--- config.mk ---
export PLATFORM = sky130hd
export DESIGN_NAME = ccmc_channel_mode_ctrl
export DESIGN_NICKNAME = d
export VERILOG_FILES = /design/src/hdl/ccmc_pkg.sv /design/src/hdl/ccmc_compare_shadow.sv /design/src/hdl/ccmc_reference_gen.sv /design/src/hdl/ccmc_channel_mode_ctrl.sv
export SDC_FILE = /design/constraint.sdc
export NUM_CORES = 1
export LEC_CHECK = 0
export ABC_AREA = 1
export BUFFER_PORTS_ARGS = -buffer_cell sky130_fd_sc_hd__buf_2
export CELL_PAD_IN_SITES_DETAIL_PLACEMENT = 1
export CELL_PAD_IN_SITES_GLOBAL_PLACEMENT = 1
export CORE_MARGIN = 1
export CORE_UTILIZATION = 33
export DETAILED_ROUTE_END_ITERATION = 7
export PLACE_DENSITY_LB_ADDON = 0.1
export SETUP_SLACK_MARGIN = 0.2
export SLEW_MARGIN = 15
export SYNTH_ARGS = -nofsm -noshare
export SYNTH_HDL_FRONTEND = slang
export SYNTH_HIERARCHICAL = 1
export SYNTH_SLANG_ARGS = --single-unit
--- constraint.sdc ---
create_clock -name aclk -period 1.7 [get_ports aclk]
set_input_delay 0.51 -clock aclk [delete_from_list [all_inputs] [get_ports aclk]]
set_output_delay 0.51 -clock aclk [all_outputs]
set_load 0.02 [all_outputs]
--- src/hdl/ccmc_pkg.sv ---
package ccmc_pkg;
	// register map
	localparam logic [7:0]  CCMC_OFS_MODE_CFG   = 8'h18;
	localparam logic [7:0]  CCMC_OFS_COMPARE    = 8'h1c;
	localparam logic [7:0]  CCMC_OFS_STATUS     = 8'h20;
	localparam logic [15:0] CCMC_MODE_CFG_RESET = 16'h0000;
	localparam logic [15:0] CCMC_COMPARE_RESET  = 16'h0000;
	// field positions in channel_mode_config_1
	localparam int CCMC_DIR_LSB   = 0;
	localparam int CCMC_FAST_BIT  = 2;
	localparam int CCMC_PRE_BIT   = 3;
	localparam int CCMC_MODE_LSB  = 4;
	localparam int CCMC_CLR_BIT   = 7;
	// protection level that locks the output fields
	localparam logic [1:0]  CCMC_LOCK_LEVEL     = 2'h3;
	localparam logic [1:0]  CCMC_DIR_OUTPUT     = 2'h0;
	// axi responses
	localparam logic [1:0]  CCMC_RESP_OKAY      = 2'h0;
	localparam logic [1:0]  CCMC_RESP_SLVERR    = 2'h2;

	// channel direction codes
	typedef enum logic [1:0] {
		CCMC_DIR_OUT = 2'h0,
		CCMC_DIR_TI1 = 2'h1,
		CCMC_DIR_TI2 = 2'h2,
		CCMC_DIR_TRC = 2'h3
	} ccmc_dir_t;

	// compare output modes
	typedef enum logic [2:0] {
		CCMC_MODE_FREEZE = 3'h0,
		CCMC_MODE_SET    = 3'h1,
		CCMC_MODE_CLEAR  = 3'h2,
		CCMC_MODE_TOGGLE = 3'h3,
		CCMC_MODE_LOW    = 3'h4,
		CCMC_MODE_HIGH   = 3'h5,
		CCMC_MODE_PWM1   = 3'h6,
		CCMC_MODE_PWM2   = 3'h7
	} ccmc_mode_t;

	// channel_mode_config_1 layout
	typedef struct packed {
		logic [7:0] upper;
		logic       reference_clear_enable;
		ccmc_mode_t compare_output_mode;
		logic       compare_preload_enable;
		logic       fast_compare_enable;
		ccmc_dir_t  channel_direction_select;
	} ccmc_cfg_t;

	// timer context from the surrounding timer
	typedef struct packed {
		logic [15:0] counter;
		logic        update_event;
		logic        trigger_event;
		logic        channel_output_enable;
		logic [1:0]  protection_level;
		logic        filtered_external_trigger;
	} ccmc_timer_t;
endpackage

--- src/hdl/ccmc_compare_shadow.sv ---
`timescale 1ns/1ps
// compare value with optional preload shadow
module ccmc_compare_shadow #(
	parameter int WIDTH = 16
) (
	// clock and reset
	input  wire logic             aclk,
	input  wire logic             aresetn,
	// software side
	input  wire logic             wr_en,
	input  wire logic [WIDTH-1:0] wr_data,
	input  wire logic             preload_enable,
	input  wire logic             update_event,
	// comparison side
	output logic      [WIDTH-1:0] shadow_value,
	output logic      [WIDTH-1:0] active_value
);
	import ccmc_pkg::*;

	logic [WIDTH-1:0] next_shadow_value;
	logic [WIDTH-1:0] next_active_value;

	initial begin
		if (WIDTH < 1 || WIDTH > 16) $error("compare width out of range");
	end

	// shadow always takes writes; active follows now or at update
	always_comb begin
		next_shadow_value = wr_en ? wr_data : shadow_value;
		next_active_value = active_value;
		if (!preload_enable && wr_en) begin
			next_active_value = wr_data;
		end else if (preload_enable && update_event) begin
			next_active_value = shadow_value;
		end
	end

	always_ff @(posedge aclk) begin
		if (!aresetn) begin
			shadow_value <= WIDTH'(CCMC_COMPARE_RESET);
			active_value <= WIDTH'(CCMC_COMPARE_RESET);
		end else begin
			shadow_value <= next_shadow_value;
			active_value <= next_active_value;
		end
	end

	no_preload_a: assert property (@(posedge aclk) disable iff (!aresetn)
		wr_en && !preload_enable |=> active_value == $past(wr_data))
		else $error("direct compare write not applied");
	preload_hold_a: assert property (@(posedge aclk) disable iff (!aresetn)
		preload_enable && !update_event |=> active_value == $past(active_value))
		else $error("preloaded compare changed without update");
	preload_update_a: assert property (@(posedge aclk) disable iff (!aresetn)
		preload_enable && update_event |=> active_value == $past(shadow_value))
		else $error("shadow not transferred on update");
endmodule

--- src/hdl/ccmc_reference_gen.sv ---
`timescale 1ns/1ps
// compare reference signal generator
module ccmc_reference_gen #(
	parameter int WIDTH = 16
) (
	// clock and reset
	input  wire logic                aclk,
	input  wire logic                aresetn,
	// configuration
	input  wire ccmc_pkg::ccmc_mode_t mode,
	input  wire logic                fast_enable,
	input  wire logic                clear_enable,
	input  wire logic                is_output,
	// timer context
	input  wire logic [WIDTH-1:0]    counter,
	input  wire logic [WIDTH-1:0]    compare,
	input  wire logic                trigger_event,
	input  wire logic                filtered_external_trigger,
	// result
	output logic                     reference,
	output logic                     match
);
	import ccmc_pkg::*;

	logic next_reference;
	logic next_match;
	logic is_equal;
	logic hit;

	// equality on this cycle; fast path lets a trigger act as a match
	assign is_equal = (counter == compare);
	assign hit      = is_equal || (fast_enable && trigger_event);

	// level decided once a cycle from mode, comparison and clear
	always_comb begin
		next_reference = reference;
		next_match     = is_equal;
		if (is_output) begin
			unique case (mode)
				CCMC_MODE_FREEZE: next_reference = reference;
				CCMC_MODE_SET:    if (hit) next_reference = 1'b1;
				CCMC_MODE_CLEAR:  if (hit) next_reference = 1'b0;
				CCMC_MODE_TOGGLE: if (hit) next_reference = ~reference;
				CCMC_MODE_LOW:    next_reference = 1'b0;
				CCMC_MODE_HIGH:   next_reference = 1'b1;
				// level is the comparison re-taken every cycle, so it also moves on entry to the mode
				CCMC_MODE_PWM1:   next_reference = (counter < compare);
				CCMC_MODE_PWM2:   next_reference = (counter > compare);
			endcase
		end
		if (clear_enable && filtered_external_trigger) begin
			next_reference = 1'b0;
		end
	end

	// reference updated on the timer clock
	always_ff @(posedge aclk) begin
		if (!aresetn) begin
			reference <= 1'b0;
			match     <= 1'b0;
		end else begin
			reference <= next_reference;
			match     <= next_match;
		end
	end

	freeze_hold_a: assert property (@(posedge aclk) disable iff (!aresetn)
		is_output && mode == CCMC_MODE_FREEZE && !(clear_enable && filtered_external_trigger)
		|=> reference == $past(reference))
		else $error("freeze mode changed reference");
	set_match_a: assert property (@(posedge aclk) disable iff (!aresetn)
		is_output && mode == CCMC_MODE_SET && is_equal && !clear_enable |=> reference)
		else $error("set on match failed");
	toggle_match_a: assert property (@(posedge aclk) disable iff (!aresetn)
		is_output && mode == CCMC_MODE_TOGGLE && is_equal && !clear_enable |=> reference != $past(reference))
		else $error("toggle on match failed");
	force_level_a: assert property (@(posedge aclk) disable iff (!aresetn)
		is_output && mode == CCMC_MODE_HIGH && !clear_enable ##1 is_output && mode == CCMC_MODE_HIGH |-> reference)
		else $error("forced high not held");
	pwm_one_a: assert property (@(posedge aclk) disable iff (!aresetn)
		is_output && mode == CCMC_MODE_PWM1 && !clear_enable |=> reference == $past(counter < compare))
		else $error("pwm mode one level wrong");
	pwm_two_a: assert property (@(posedge aclk) disable iff (!aresetn)
		is_output && mode == CCMC_MODE_PWM2 && !clear_enable |=> reference == $past(counter > compare))
		else $error("pwm mode two level wrong");
	ref_clear_a: assert property (@(posedge aclk) disable iff (!aresetn)
		clear_enable && filtered_external_trigger |=> !reference)
		else $error("external clear ignored");
	fast_path_a: assert property (@(posedge aclk) disable iff (!aresetn)
		is_output && mode == CCMC_MODE_SET && fast_enable && trigger_event && !clear_enable |=> reference)
		else $error("fast trigger path not taken");

	toggle_seen_c: cover property (@(posedge aclk) disable iff (!aresetn)
		mode == CCMC_MODE_TOGGLE && is_equal ##1 !reference ##[1:40] reference);
	pwm_seen_c: cover property (@(posedge aclk) disable iff (!aresetn)
		mode == CCMC_MODE_PWM1 && reference ##[1:40] !reference);
endmodule

--- src/hdl/ccmc_channel_mode_ctrl.sv ---
`timescale 1ns/1ps
module ccmc_channel_mode_ctrl #(
	parameter int CMP_WIDTH = 16
) (
	// clock and reset
	input  wire logic                 aclk,
	input  wire logic                 aresetn,
	// axi4-lite write address
	input  wire logic [7:0]           s_axi_awaddr,
	input  wire logic                 s_axi_awvalid,
	output logic                      s_axi_awready,
	// axi4-lite write data
	input  wire logic [31:0]          s_axi_wdata,
	input  wire logic [3:0]           s_axi_wstrb,
	input  wire logic                 s_axi_wvalid,
	output logic                      s_axi_wready,
	// axi4-lite write response
	output logic [1:0]                s_axi_bresp,
	output logic                      s_axi_bvalid,
	input  wire logic                 s_axi_bready,
	// axi4-lite read address
	input  wire logic [7:0]           s_axi_araddr,
	input  wire logic                 s_axi_arvalid,
	output logic                      s_axi_arready,
	// axi4-lite read data
	output logic [31:0]               s_axi_rdata,
	output logic [1:0]                s_axi_rresp,
	output logic                      s_axi_rvalid,
	input  wire logic                 s_axi_rready,
	// timer context
	input  wire ccmc_pkg::ccmc_timer_t timer_in,
	// channel outputs
	output logic                      compare_reference_signal,
	output ccmc_pkg::ccmc_dir_t       channel_direction_select,
	output logic                      compare_match,
	output logic [CMP_WIDTH-1:0]      compare_value
);
	import ccmc_pkg::*;

	initial begin
		if (CMP_WIDTH < 1 || CMP_WIDTH > 16) $error("CMP_WIDTH must be 1 to 16");
	end

	////////////////////////////////////////////////////////////////////////
	// write channel: address and data caught in either order

	logic        aw_held;
	logic        w_held;
	logic [7:0]  aw_addr;
	logic [31:0] w_data;
	logic [3:0]  w_strb;
	logic        next_aw_held;
	logic        next_w_held;
	logic [7:0]  next_aw_addr;
	logic [31:0] next_w_data;
	logic [3:0]  next_w_strb;
	logic        next_bvalid;
	logic [1:0]  next_bresp;
	logic        wr_fire;

	// word address decode shared by both directions
	function automatic logic is_mapped(input logic [7:0] addr);
		return addr == CCMC_OFS_MODE_CFG || addr == CCMC_OFS_COMPARE || addr == CCMC_OFS_STATUS;
	endfunction

	// byte address rounded down to its word
	function automatic logic [7:0] word_addr(input logic [7:0] addr);
		return {addr[7:2], 2'b00};
	endfunction

	assign s_axi_awready = !aw_held && !s_axi_bvalid;
	assign s_axi_wready  = !w_held && !s_axi_bvalid;
	assign wr_fire       = aw_held && w_held && !s_axi_bvalid;

	// hold each half until both are present, then answer
	always_comb begin
		next_aw_held = aw_held;
		next_w_held  = w_held;
		next_aw_addr = aw_addr;
		next_w_data  = w_data;
		next_w_strb  = w_strb;
		next_bvalid  = s_axi_bvalid;
		next_bresp   = s_axi_bresp;
		if (s_axi_awvalid && s_axi_awready) begin
			next_aw_held = 1'b1;
			next_aw_addr = word_addr(s_axi_awaddr);
		end
		if (s_axi_wvalid && s_axi_wready) begin
			next_w_held = 1'b1;
			next_w_data = s_axi_wdata;
			next_w_strb = s_axi_wstrb;
		end
		if (wr_fire) begin
			next_aw_held = 1'b0;
			next_w_held  = 1'b0;
			next_bvalid  = 1'b1;
			next_bresp   = (is_mapped(aw_addr) && aw_addr != CCMC_OFS_STATUS) ? CCMC_RESP_OKAY : CCMC_RESP_SLVERR;
		end else if (s_axi_bvalid && s_axi_bready) begin
			next_bvalid = 1'b0;
		end
	end

	always_ff @(posedge aclk) begin
		if (!aresetn) begin
			aw_held      <= 1'b0;
			w_held       <= 1'b0;
			aw_addr      <= 8'h00;
			w_data       <= 32'h0000_0000;
			w_strb       <= 4'h0;
			s_axi_bvalid <= 1'b0;
			s_axi_bresp  <= CCMC_RESP_OKAY;
		end else begin
			aw_held      <= next_aw_held;
			w_held       <= next_w_held;
			aw_addr      <= next_aw_addr;
			w_data       <= next_w_data;
			w_strb       <= next_w_strb;
			s_axi_bvalid <= next_bvalid;
			s_axi_bresp  <= next_bresp;
		end
	end

	// write channel holding and answer
	aw_capture_a: assert property (@(posedge aclk) disable iff (!aresetn)
		s_axi_awvalid && s_axi_awready |=> aw_held && aw_addr == $past(word_addr(s_axi_awaddr)))
		else $error("write address not captured");
	w_capture_a: assert property (@(posedge aclk) disable iff (!aresetn)
		s_axi_wvalid && s_axi_wready |=> w_held && w_data == $past(s_axi_wdata) && w_strb == $past(s_axi_wstrb))
		else $error("write data not captured");
	aw_wait_a: assert property (@(posedge aclk) disable iff (!aresetn)
		aw_held && !w_held |=> aw_held && aw_addr == $past(aw_addr))
		else $error("held write address lost");
	w_wait_a: assert property (@(posedge aclk) disable iff (!aresetn)
		w_held && !aw_held |=> w_held && w_data == $past(w_data))
		else $error("held write data lost");
	write_answer_a: assert property (@(posedge aclk) disable iff (!aresetn)
		wr_fire |=> s_axi_bvalid && !aw_held && !w_held)
		else $error("write not answered");
	bresp_status_a: assert property (@(posedge aclk) disable iff (!aresetn)
		wr_fire && aw_addr == CCMC_OFS_STATUS |=> s_axi_bresp == CCMC_RESP_SLVERR)
		else $error("status write accepted");
	bresp_ok_a: assert property (@(posedge aclk) disable iff (!aresetn)
		wr_fire && aw_addr == CCMC_OFS_MODE_CFG |=> s_axi_bresp == CCMC_RESP_OKAY)
		else $error("config write refused");
	bvalid_hold_a: assert property (@(posedge aclk) disable iff (!aresetn)
		s_axi_bvalid && !s_axi_bready |=> s_axi_bvalid && $stable(s_axi_bresp))
		else $error("write response dropped early");
	write_release_a: assert property (@(posedge aclk) disable iff (!aresetn)
		s_axi_bvalid && s_axi_bready |=> !s_axi_bvalid)
		else $error("write response not released");

	////////////////////////////////////////////////////////////////////////
	// channel_mode_config_1 with its write locks

	ccmc_cfg_t   cfg;
	ccmc_cfg_t   next_cfg;
	ccmc_cfg_t   wr_cfg;
	logic        cfg_wr;
	logic        cmp_wr;
	logic        locked;
	logic [15:0] wr_half;
	logic [15:0] cfg_bits;

	assign cfg_bits = cfg;
	// byte lanes merged over the present value
	assign wr_half = {w_strb[1] ? w_data[15:8] : cfg_bits[15:8], w_strb[0] ? w_data[7:0] : cfg_bits[7:0]};
	assign wr_cfg  = ccmc_cfg_t'(wr_half);
	assign cfg_wr  = wr_fire && aw_addr == CCMC_OFS_MODE_CFG;
	assign cmp_wr  = wr_fire && aw_addr == CCMC_OFS_COMPARE && (w_strb[1:0] != 2'b00);
	assign locked  = timer_in.protection_level == CCMC_LOCK_LEVEL && cfg.channel_direction_select == CCMC_DIR_OUT;

	// field-wise update honouring enable and protection locks
	always_comb begin
		next_cfg = cfg;
		if (cfg_wr) begin
			next_cfg.upper                  = wr_cfg.upper;
			next_cfg.fast_compare_enable    = wr_cfg.fast_compare_enable;
			next_cfg.reference_clear_enable = wr_cfg.reference_clear_enable;
			if (!timer_in.channel_output_enable) begin
				next_cfg.channel_direction_select = wr_cfg.channel_direction_select;
			end
			if (!locked) begin
				next_cfg.compare_preload_enable = wr_cfg.compare_preload_enable;
				next_cfg.compare_output_mode    = wr_cfg.compare_output_mode;
			end
		end
	end

	always_ff @(posedge aclk) begin
		if (!aresetn) begin
			cfg <= ccmc_cfg_t'(CCMC_MODE_CFG_RESET);
		end else begin
			cfg <= next_cfg;
		end
	end

	// direction handed to the capture side
	assign channel_direction_select = cfg.channel_direction_select;

	// config writes land field by field
	dir_write_a: assert property (@(posedge aclk) disable iff (!aresetn)
		cfg_wr && !timer_in.channel_output_enable
		|=> cfg.channel_direction_select == $past(wr_cfg.channel_direction_select))
		else $error("direction write not applied");
	lock_open_a: assert property (@(posedge aclk) disable iff (!aresetn)
		cfg_wr && !locked |=> cfg.compare_output_mode == $past(wr_cfg.compare_output_mode)
			&& cfg.compare_preload_enable == $past(wr_cfg.compare_preload_enable))
		else $error("unlocked mode write not applied");
	cfg_idle_a: assert property (@(posedge aclk) disable iff (!aresetn)
		!cfg_wr |=> cfg == $past(cfg))
		else $error("config changed without a write");
	field_store_a: assert property (@(posedge aclk) disable iff (!aresetn)
		cfg_wr |=> cfg.fast_compare_enable == $past(wr_cfg.fast_compare_enable) && cfg.upper == $past(wr_cfg.upper)
			&& cfg.reference_clear_enable == $past(wr_cfg.reference_clear_enable))
		else $error("free config fields not stored");
	dir_lock_a: assert property (@(posedge aclk) disable iff (!aresetn)
		timer_in.channel_output_enable |=> cfg.channel_direction_select == $past(cfg.channel_direction_select))
		else $error("direction changed while channel enabled");
	mode_lock_a: assert property (@(posedge aclk) disable iff (!aresetn)
		locked |=> cfg.compare_output_mode == $past(cfg.compare_output_mode)
			&& cfg.compare_preload_enable == $past(cfg.compare_preload_enable))
		else $error("locked mode field modified");
	cfg_write_c: cover property (@(posedge aclk) disable iff (!aresetn) cfg_wr && !locked);
	lock_hit_c: cover property (@(posedge aclk) disable iff (!aresetn) cfg_wr && locked);

	////////////////////////////////////////////////////////////////////////
	// compare value and reference generation

	logic [CMP_WIDTH-1:0] cmp_shadow;

	ccmc_compare_shadow #(
		.WIDTH(CMP_WIDTH)
	) u_shadow (
		.aclk          (aclk),
		.aresetn       (aresetn),
		.wr_en         (cmp_wr),
		.wr_data       (w_data[CMP_WIDTH-1:0]),
		.preload_enable(cfg.compare_preload_enable),
		.update_event  (timer_in.update_event),
		.shadow_value  (cmp_shadow),
		.active_value  (compare_value)
	);

	// compare writes with no low lanes leave the value alone
	cmp_strobe_a: assert property (@(posedge aclk) disable iff (!aresetn)
		wr_fire && aw_addr == CCMC_OFS_COMPARE && w_strb[1:0] == 2'b00 && !cfg.compare_preload_enable
		|=> compare_value == $past(compare_value))
		else $error("compare changed without a write");

	ccmc_reference_gen #(
		.WIDTH(CMP_WIDTH)
	) u_ref (
		.aclk                     (aclk),
		.aresetn                  (aresetn),
		.mode                     (cfg.compare_output_mode),
		.fast_enable              (cfg.fast_compare_enable),
		.clear_enable             (cfg.reference_clear_enable),
		.is_output                (cfg.channel_direction_select == CCMC_DIR_OUT),
		.counter                  (timer_in.counter[CMP_WIDTH-1:0]),
		.compare                  (compare_value),
		.trigger_event            (timer_in.trigger_event),
		.filtered_external_trigger(timer_in.filtered_external_trigger),
		.reference                (compare_reference_signal),
		.match                    (compare_match)
	);

	////////////////////////////////////////////////////////////////////////
	// read channel: one cycle to answer

	logic        next_rvalid;
	logic [31:0] next_rdata;
	logic [1:0]  next_rresp;
	logic [7:0]  rd_addr;

	assign s_axi_arready = !s_axi_rvalid;
	assign rd_addr       = word_addr(s_axi_araddr);

	// status word: reference, match, lock state
	always_comb begin
		next_rvalid = s_axi_rvalid;
		next_rdata  = s_axi_rdata;
		next_rresp  = s_axi_rresp;
		if (s_axi_arvalid && s_axi_arready) begin
			next_rvalid = 1'b1;
			next_rresp  = is_mapped(rd_addr) ? CCMC_RESP_OKAY : CCMC_RESP_SLVERR;
			unique case (1'b1)
				rd_addr == CCMC_OFS_MODE_CFG: next_rdata = {16'h0000, cfg_bits};
				rd_addr == CCMC_OFS_COMPARE:  next_rdata = {16'h0000, 16'(cmp_shadow)};
				rd_addr == CCMC_OFS_STATUS:   next_rdata = {29'h0000_0000, locked, compare_match, compare_reference_signal};
				default:                      next_rdata = 32'h0000_0000;
			endcase
		end else if (s_axi_rvalid && s_axi_rready) begin
			next_rvalid = 1'b0;
		end
	end

	always_ff @(posedge aclk) begin
		if (!aresetn) begin
			s_axi_rvalid <= 1'b0;
			s_axi_rdata  <= 32'h0000_0000;
			s_axi_rresp  <= CCMC_RESP_OKAY;
		end else begin
			s_axi_rvalid <= next_rvalid;
			s_axi_rdata  <= next_rdata;
			s_axi_rresp  <= next_rresp;
		end
	end

	read_answer_a: assert property (@(posedge aclk) disable iff (!aresetn)
		s_axi_arvalid && s_axi_arready |=> s_axi_rvalid)
		else $error("read not answered next cycle");
	// read answers stand and carry the addressed word
	rvalid_hold_a: assert property (@(posedge aclk) disable iff (!aresetn)
		s_axi_rvalid && !s_axi_rready |=> s_axi_rvalid && $stable(s_axi_rdata) && $stable(s_axi_rresp))
		else $error("read answer dropped early");
	read_release_a: assert property (@(posedge aclk) disable iff (!aresetn)
		s_axi_rvalid && s_axi_rready |=> !s_axi_rvalid)
		else $error("read answer not released");
	unmapped_read_a: assert property (@(posedge aclk) disable iff (!aresetn)
		s_axi_arvalid && s_axi_arready && !is_mapped(rd_addr)
		|=> s_axi_rresp == CCMC_RESP_SLVERR && s_axi_rdata == 32'h0000_0000)
		else $error("unmapped read not refused");
	rresp_ok_a: assert property (@(posedge aclk) disable iff (!aresetn)
		s_axi_arvalid && s_axi_arready && is_mapped(rd_addr) |=> s_axi_rresp == CCMC_RESP_OKAY)
		else $error("mapped read refused");
	cfg_read_a: assert property (@(posedge aclk) disable iff (!aresetn)
		s_axi_arvalid && s_axi_arready && rd_addr == CCMC_OFS_MODE_CFG |=> s_axi_rdata == {16'h0000, $past(cfg_bits)})
		else $error("config read wrong");
	cmp_read_a: assert property (@(posedge aclk) disable iff (!aresetn)
		s_axi_arvalid && s_axi_arready && rd_addr == CCMC_OFS_COMPARE
		|=> s_axi_rdata[CMP_WIDTH-1:0] == $past(cmp_shadow))
		else $error("compare read wrong");
	status_read_a: assert property (@(posedge aclk) disable iff (!aresetn)
		s_axi_arvalid && s_axi_arready && rd_addr == CCMC_OFS_STATUS
		|=> s_axi_rdata == {29'h0000_0000, $past({locked, compare_match, compare_reference_signal})})
		else $error("status read wrong");
	read_seen_c: cover property (@(posedge aclk) disable iff (!aresetn) s_axi_rvalid && s_axi_rready);
endmodule

; ---- After elaboration in Yosys (flattened, before gate mapping)
; Cells that the tools add are included.
[totals]
register_bits = 114
inputBits = 81
out_inout_bits = 61
elab_cells = 100
[op_classes]
order_cmp = 2
eq_ne = 19
n_mux = 13
bitwise_logic = 5
reduce_logical = 41
[ops]
columns = operator, count
row1 = $pmux W16 S3, 1
row2 = $mux W16, 2
row3 = $eq A6 B3 Y1 const B, 4
row4 = $logic_and A1 B1 Y1, 18
row5 = $eq A16 B16 Y1, 1
row6 = $gt A16 B16 Y1, 1
row7 = $lt A16 B16 Y1, 1
row8 = $eq A3 B3 Y1 const B, 4
row9 = $eq A6 B4 Y1 const B, 2
row10 = $reduce_bool A2 Y1, 4
row11 = $mux W1, 7
row12 = $pmux W1 S7, 1
row13 = $eq A3 B2 Y1 const B, 2
row14 = $ne A2 B1 Y1 const B, 3
row15 = $ne A6 B4 Y1 const B, 1
row16 = $reduce_and A3 Y1, 2
row17 = $logic_not A1 Y1, 5
row18 = $logic_or A1 B1 Y1, 5
row19 = $not A1 Y1, 5
row20 = $reduce_and A5 Y1, 1
row21 = $mux W2, 2
row22 = $reduce_and A2 Y1, 2
row23 = $reduce_or A2 Y1, 2
row24 = $eq A3 B1 Y1 const B, 1
row25 = 3 further kinds, 3

; ---- Longest topological paths before layout
[depth]
ltp_word = 6
mapped_depth = 14
ltp_nobuf = 14

; ---- Cells and area by module
; Netlist, hierarchy kept.
[by_module_without_submodules]
columns = mod, n_inst, cells_per_inst, area_per_inst_um2, seq_area_each_um2
row1 = ccmc_channel_mode_ctrl, 1, 386, 2802.7, 1241.2
row2 = ccmc_compare_shadow, 1, 189, 1397.6, 640.6
row3 = ccmc_reference_gen, 1, 101, 589.3, 40.0

; ---- Worst setup path after synthesis
; Ideal clock, no wire load.
[synth_path]
path_type = reg2reg
start = register s_axi_bvalid
end = register u_shadow.active_value[1]
setup_ps = 119
arrival_ps = 1565
required_ps = 1581
setup_slack_ps = 16
path_stages_with_launch = 12
n_path_buf = 2
period_less_slack_ps = 1684
path_cell_list = dfxtp_1 inv_2 nand3_2 nor3_1 o211a_1 nand2_4 nand2_2 buf_6 inv_6 buf_12 nor2_2 nor2_2
[synth_via]
elab_chain_cells = 6
elab_cells_between_ends = 7
classes_between = mux: 1 / reduce/logical: 6
[synth_lines]
columns = item, line_no
row1 = from (decl), ccmc_channel_mode_ctrl.sv:19  ; output logic s_axi_bvalid,
row2 = from (signal assigned), ccmc_channel_mode_ctrl.sv:118  ; s_axi_bvalid <= next_bvalid;
row3 = $logic_not A1 Y1 *, ccmc_channel_mode_ctrl.sv:73  ; assign wr_fire = aw_held && w_held && !s_axi_bvalid;
row4 = $logic_and A1 B1 Y1 *, ccmc_channel_mode_ctrl.sv:73
row5 = $logic_and A1 B1 Y1 * (2 in series), ccmc_channel_mode_ctrl.sv:169  ; assign cmp_wr = wr_fire && aw_addr == CCMC_OFS_COMPARE && (w_strb[1:0] != 2'b00);
row6 = via cmp_wr, ccmc_channel_mode_ctrl.sv:159  ; logic cmp_wr;
row7 = $logic_and A1 B1 Y1 *, ccmc_compare_shadow.sv:31  ; if (!preload_enable && wr_en) begin
row8 = $mux W16 / $reduce_bool A2 Y1 (equally long branches), --
row9 = to (signal assigned), ccmc_compare_shadow.sv:41  ; active_value <= WIDTH'(CCMC_COMPARE_RESET);
row10 = to (signal assigned), ccmc_compare_shadow.sv:44  ; active_value <= next_active_value;
row11 = to (decl), ccmc_compare_shadow.sv:16  ; output logic [WIDTH-1:0] active_value
; The timed path passes the listed nets; every way through them passes the cells marked *.
; A chain may end at the register's enable or synchronous reset.

; ---- Worst setup path after layout
[layout_path]
start = register aw_addr[5]
end = register u_shadow.active_value[14]
[layout_via]
elab_chain_cells = 5
elab_cells_between_ends = 6
classes_between = eq/ne: 1 / mux: 1 / reduce/logical: 4
[layout_lines]
columns = item, line_no
row1 = from (decl), ccmc_channel_mode_ctrl.sv:49  ; logic [7:0] aw_addr;
row2 = from (signal assigned), ccmc_channel_mode_ctrl.sv:115  ; aw_addr <= next_aw_addr;
row3 = $eq A6 B3 Y1 *, ccmc_channel_mode_ctrl.sv:169
row4 = $logic_and A1 B1 Y1 * (2 in series), ccmc_channel_mode_ctrl.sv:169
row5 = via cmp_wr, ccmc_channel_mode_ctrl.sv:159
row6 = $logic_and A1 B1 Y1 *, ccmc_compare_shadow.sv:31
row7 = $mux W16 / $reduce_bool A2 Y1 (equally long branches), --
; Marked as above.

==> metrics <==
status=finished, final reports clean; final WL=14800 µm; DRT iter0 DRCs=106; crit path launch type=flop; CTS clock-pin slew for the worst setup and hold paths=0.07 ns; Synth Register Bits=96; CTS root buf=clkbuf_16; setup TNS=0 ns; Worst VDD drop=0.418 mV; Final Core Density=46.8%; Clock Tree Buf Depth=2; hold buffer count at CTS=0; Critical Path Sink=u_shadow/active_value[14]; Ys Warns=6; R2R depth=11; H-tree levels=3; Setup WS pre-CTS=-0.174 ns; Reg2Reg Capture Point=u_shadow/active_value[14]; routability congestion estimate=0.751; Syn Area/Cell=7.09 µm²; CTS tree=yes; fin cells=1003; total grt overflow=0; setup ws final=0.113 ns; Worst Setup Path Type=reg -> reg; layout cells sized above 1=36.5%; unique cell type count in the Yosys netlist=36; clk_lat worst skew=0.34 ns; Syn-to-layout area delta=37.2%; DR vias/cell=4.71; CORE AREA=14000 µm²; max-cap viol count=0; placed cells=slightly below 1k; Wirelength per Cell=14.7 µm; Critical Path Start=aw_addr[5]; Die H=122 µm; vias in the first global route=4873; final hold vios=0; DRC violations left=0; Leak=0.00298 µW; Die ar.=roughly 15000 µm²; register area share after synthesis=40.1%; Arr. time, crit path=between 1.5 and 2 ns; Fmax=630 MHz; total track usage=20.7%; Min Hold Slack=just over 0.4 ns; HP Class=in -> reg; endpoints failing setup=0; initial antenna violation count=0; Ant. Diodes=0; IO Port Bufs=101; mapped cell area=approximately 4800 µm²; IO Pins=approximately 140; HPWL after DPL=11200 µm; DRT Pass-1 Iters=4; PD cells=746 nW/µm²; Cells after Synth=between 600 and 700; initial core utilization=34.1%; first-pass GRT wire length=24000 µm; CTS Sinks=96; Final nets=917; Final Skew=0.00589 ns; Tmin final=1.59 ns; Reg2Reg Setup Slack=0.11 ns; largest net degree at the start of global routing=27; RR Startpoint=aw_addr[5]; DRT antenna net count=0; TritonCTS buffer count=9; DR vias=approximately 4.7k; crit path capture type=flop; Final Cycle Share=93.3%; Final Max Tran Viols=0; CP Max Fanout=6; Die X=122 µm; CP required=1.97 ns; # rows=43; RSZ-0062 raised after global routing=yes
==> worst max-delay path: stages, from the launching register on <==
cell,delay (ns)
dfxtp_1,0.30
inv_2,0.07
nand3_4,0.08
nor3_4,0.19
o211a_4,0.26
buf_6,0.14
inv_4,0.04
nor2_4,0.15
nand2_1,0.09
nand2_2,0.08
nor2_4,0.03
nor2_2,0.08
==> through the flow <==
step | total power, µW | area (µm²)
floorplan | 2770 | 5090
global placement | 2960 | 5820
detailed placement | 2990 | 5820
CTS | 4950 | 6430
global route | 5130 | 6570
finish | 4900 | 6570
==> cell usage in the layout (no fill, tap or decap), types with 10 or more instances in the layout <==
cell and n:
inv_2 11, o21ai_0 66, nor2_1 84, buf_6 10
nand2_1 108, nand3_1 49, nor2_2 19, conb_1 18
dfxtp_1 74, a21oi_1 50, buf_4 50, nand2_2 17
buf_2 97, inv_1 56, ha_4 16, dfxtp_2 21
nor2_4 19
==> power by group <==
| part | total (µW) | switching [µW] | internal [µW] | leakage, µW |
|---|---|---|---|---|
| logic | 628 | 378 | 250 | 0.00205 |
| registers | 2380 | 60.6 | 2320 | 0.000790 |
| clock network | 1890 | 835 | 1060 | 0.000132 |
| total | 4900 | 1270 | 3630 | 0.00298 |
==> kinds of logic (layout without fill, tap and decap cells) <==
family	after synthesis	count (layout)	share of synthesized area [%]
other	1	18	0.0783
flip-flops	96	96	40.1
adder cells (fa/ha/maj)	16	16	4.18
buffers and inverters	121	250	12.5
AND/OR/NAND/NOR	307	308	28.6
AO/OA/AOI/OAI	135	135	14.6
==> metal layers <==
layer | wire [µm] | GRT usage (%) | share of wire, %
met4 | 201 | 6.78 | 1.4
met1 | 6960 | 26.7 | 47
met3 | 406 | 2.46 | 2.7
met2 | 7220 | 35.7 | 49
met5 | 0 | 0 | 0
==> cell usage after synthesis <==
library cell    n  area (µm²)
o21a_1          1        7.51
buf_12          1        20.0
dfxtp_1        96        1920
buf_8           1        15.0
nor2_2         22         138
inv_2           3        11.3
clkbuf_1        7        26.3
o21ai_0        72         360
o21ai_1         4        20.0
a31oi_1         1        6.26
buf_6           2        22.5
nand2_1       123         462
buf_4          22         165
nor2_1         94         353
a21oi_2         1        8.76
a22o_1          1        8.76
nor2_8          1        20.0
o31ai_1         1        7.51
nand2_4         2        22.5
nand2_2         4        25.0
a21oi_1        52         260
buf_1           3        11.3
clkinv_1        2        7.51
inv_1          68         255
clkbuf_2        1        5.00
buf_2          10        50.1
inv_6           1        8.76
nand3_1        50         250
nor2_4          6        67.6
nor3_1          3        15.0
ha_1           16         200
conb_1          1        3.75
a21o_1          1        7.51
nand3_2         1        10.0
or2_2           1        6.26
o211a_1         1        10.0
==> worst min path at each step <==
stage | start | to | slack [ns] | cells after the start
3_3_place_gp | aw_addr[6] | aw_addr[6] | 0.44 | 2
5_1_grt | s_axi_bready | s_axi_bvalid | 0.41 | 3
6_report | s_axi_bready | s_axi_bvalid | 0.41 | 3
3_5_place_dp | aw_addr[6] | aw_addr[6] | 0.45 | 2
2_1_floorplan | aw_addr[5] | aw_addr[5] | 0.43 | 2
4_1_cts | s_axi_awaddr[3] | aw_addr[3] | 0.41 | 3
==> area by class of cell <==
class / count / area [µm²]
clock buffers: 13 / 260
clock inverters: 1 / 5.00
fillers: 1762 / 7470
inverters: 74 / 298
multi-input cells: 477 / 2760
flip-flops and latches: 96 / 1950
well taps: 180 / 225
repair buffers: 162 / 1070
==> state kept, by name, indices dropped and copies added, names as in the netlist, 2 cells and up <==
signal	count
cfg	14
aw_addr	6
u_shadow/shadow_value	16
s_axi_rdata	16
u_shadow/active_value	16
w_strb	2
channel_direction_select	2
w_data	16
==> timing repair <==
item	4_1_cts	5_1_grt
gates resized for setup	55	33
buffers inserted	19	6
cloned	1	0
endpoints found under the setup margin	40	46
pin swaps	19	20
endpoints found under the hold margin	0	0
(Power assumes the default switching activity.)
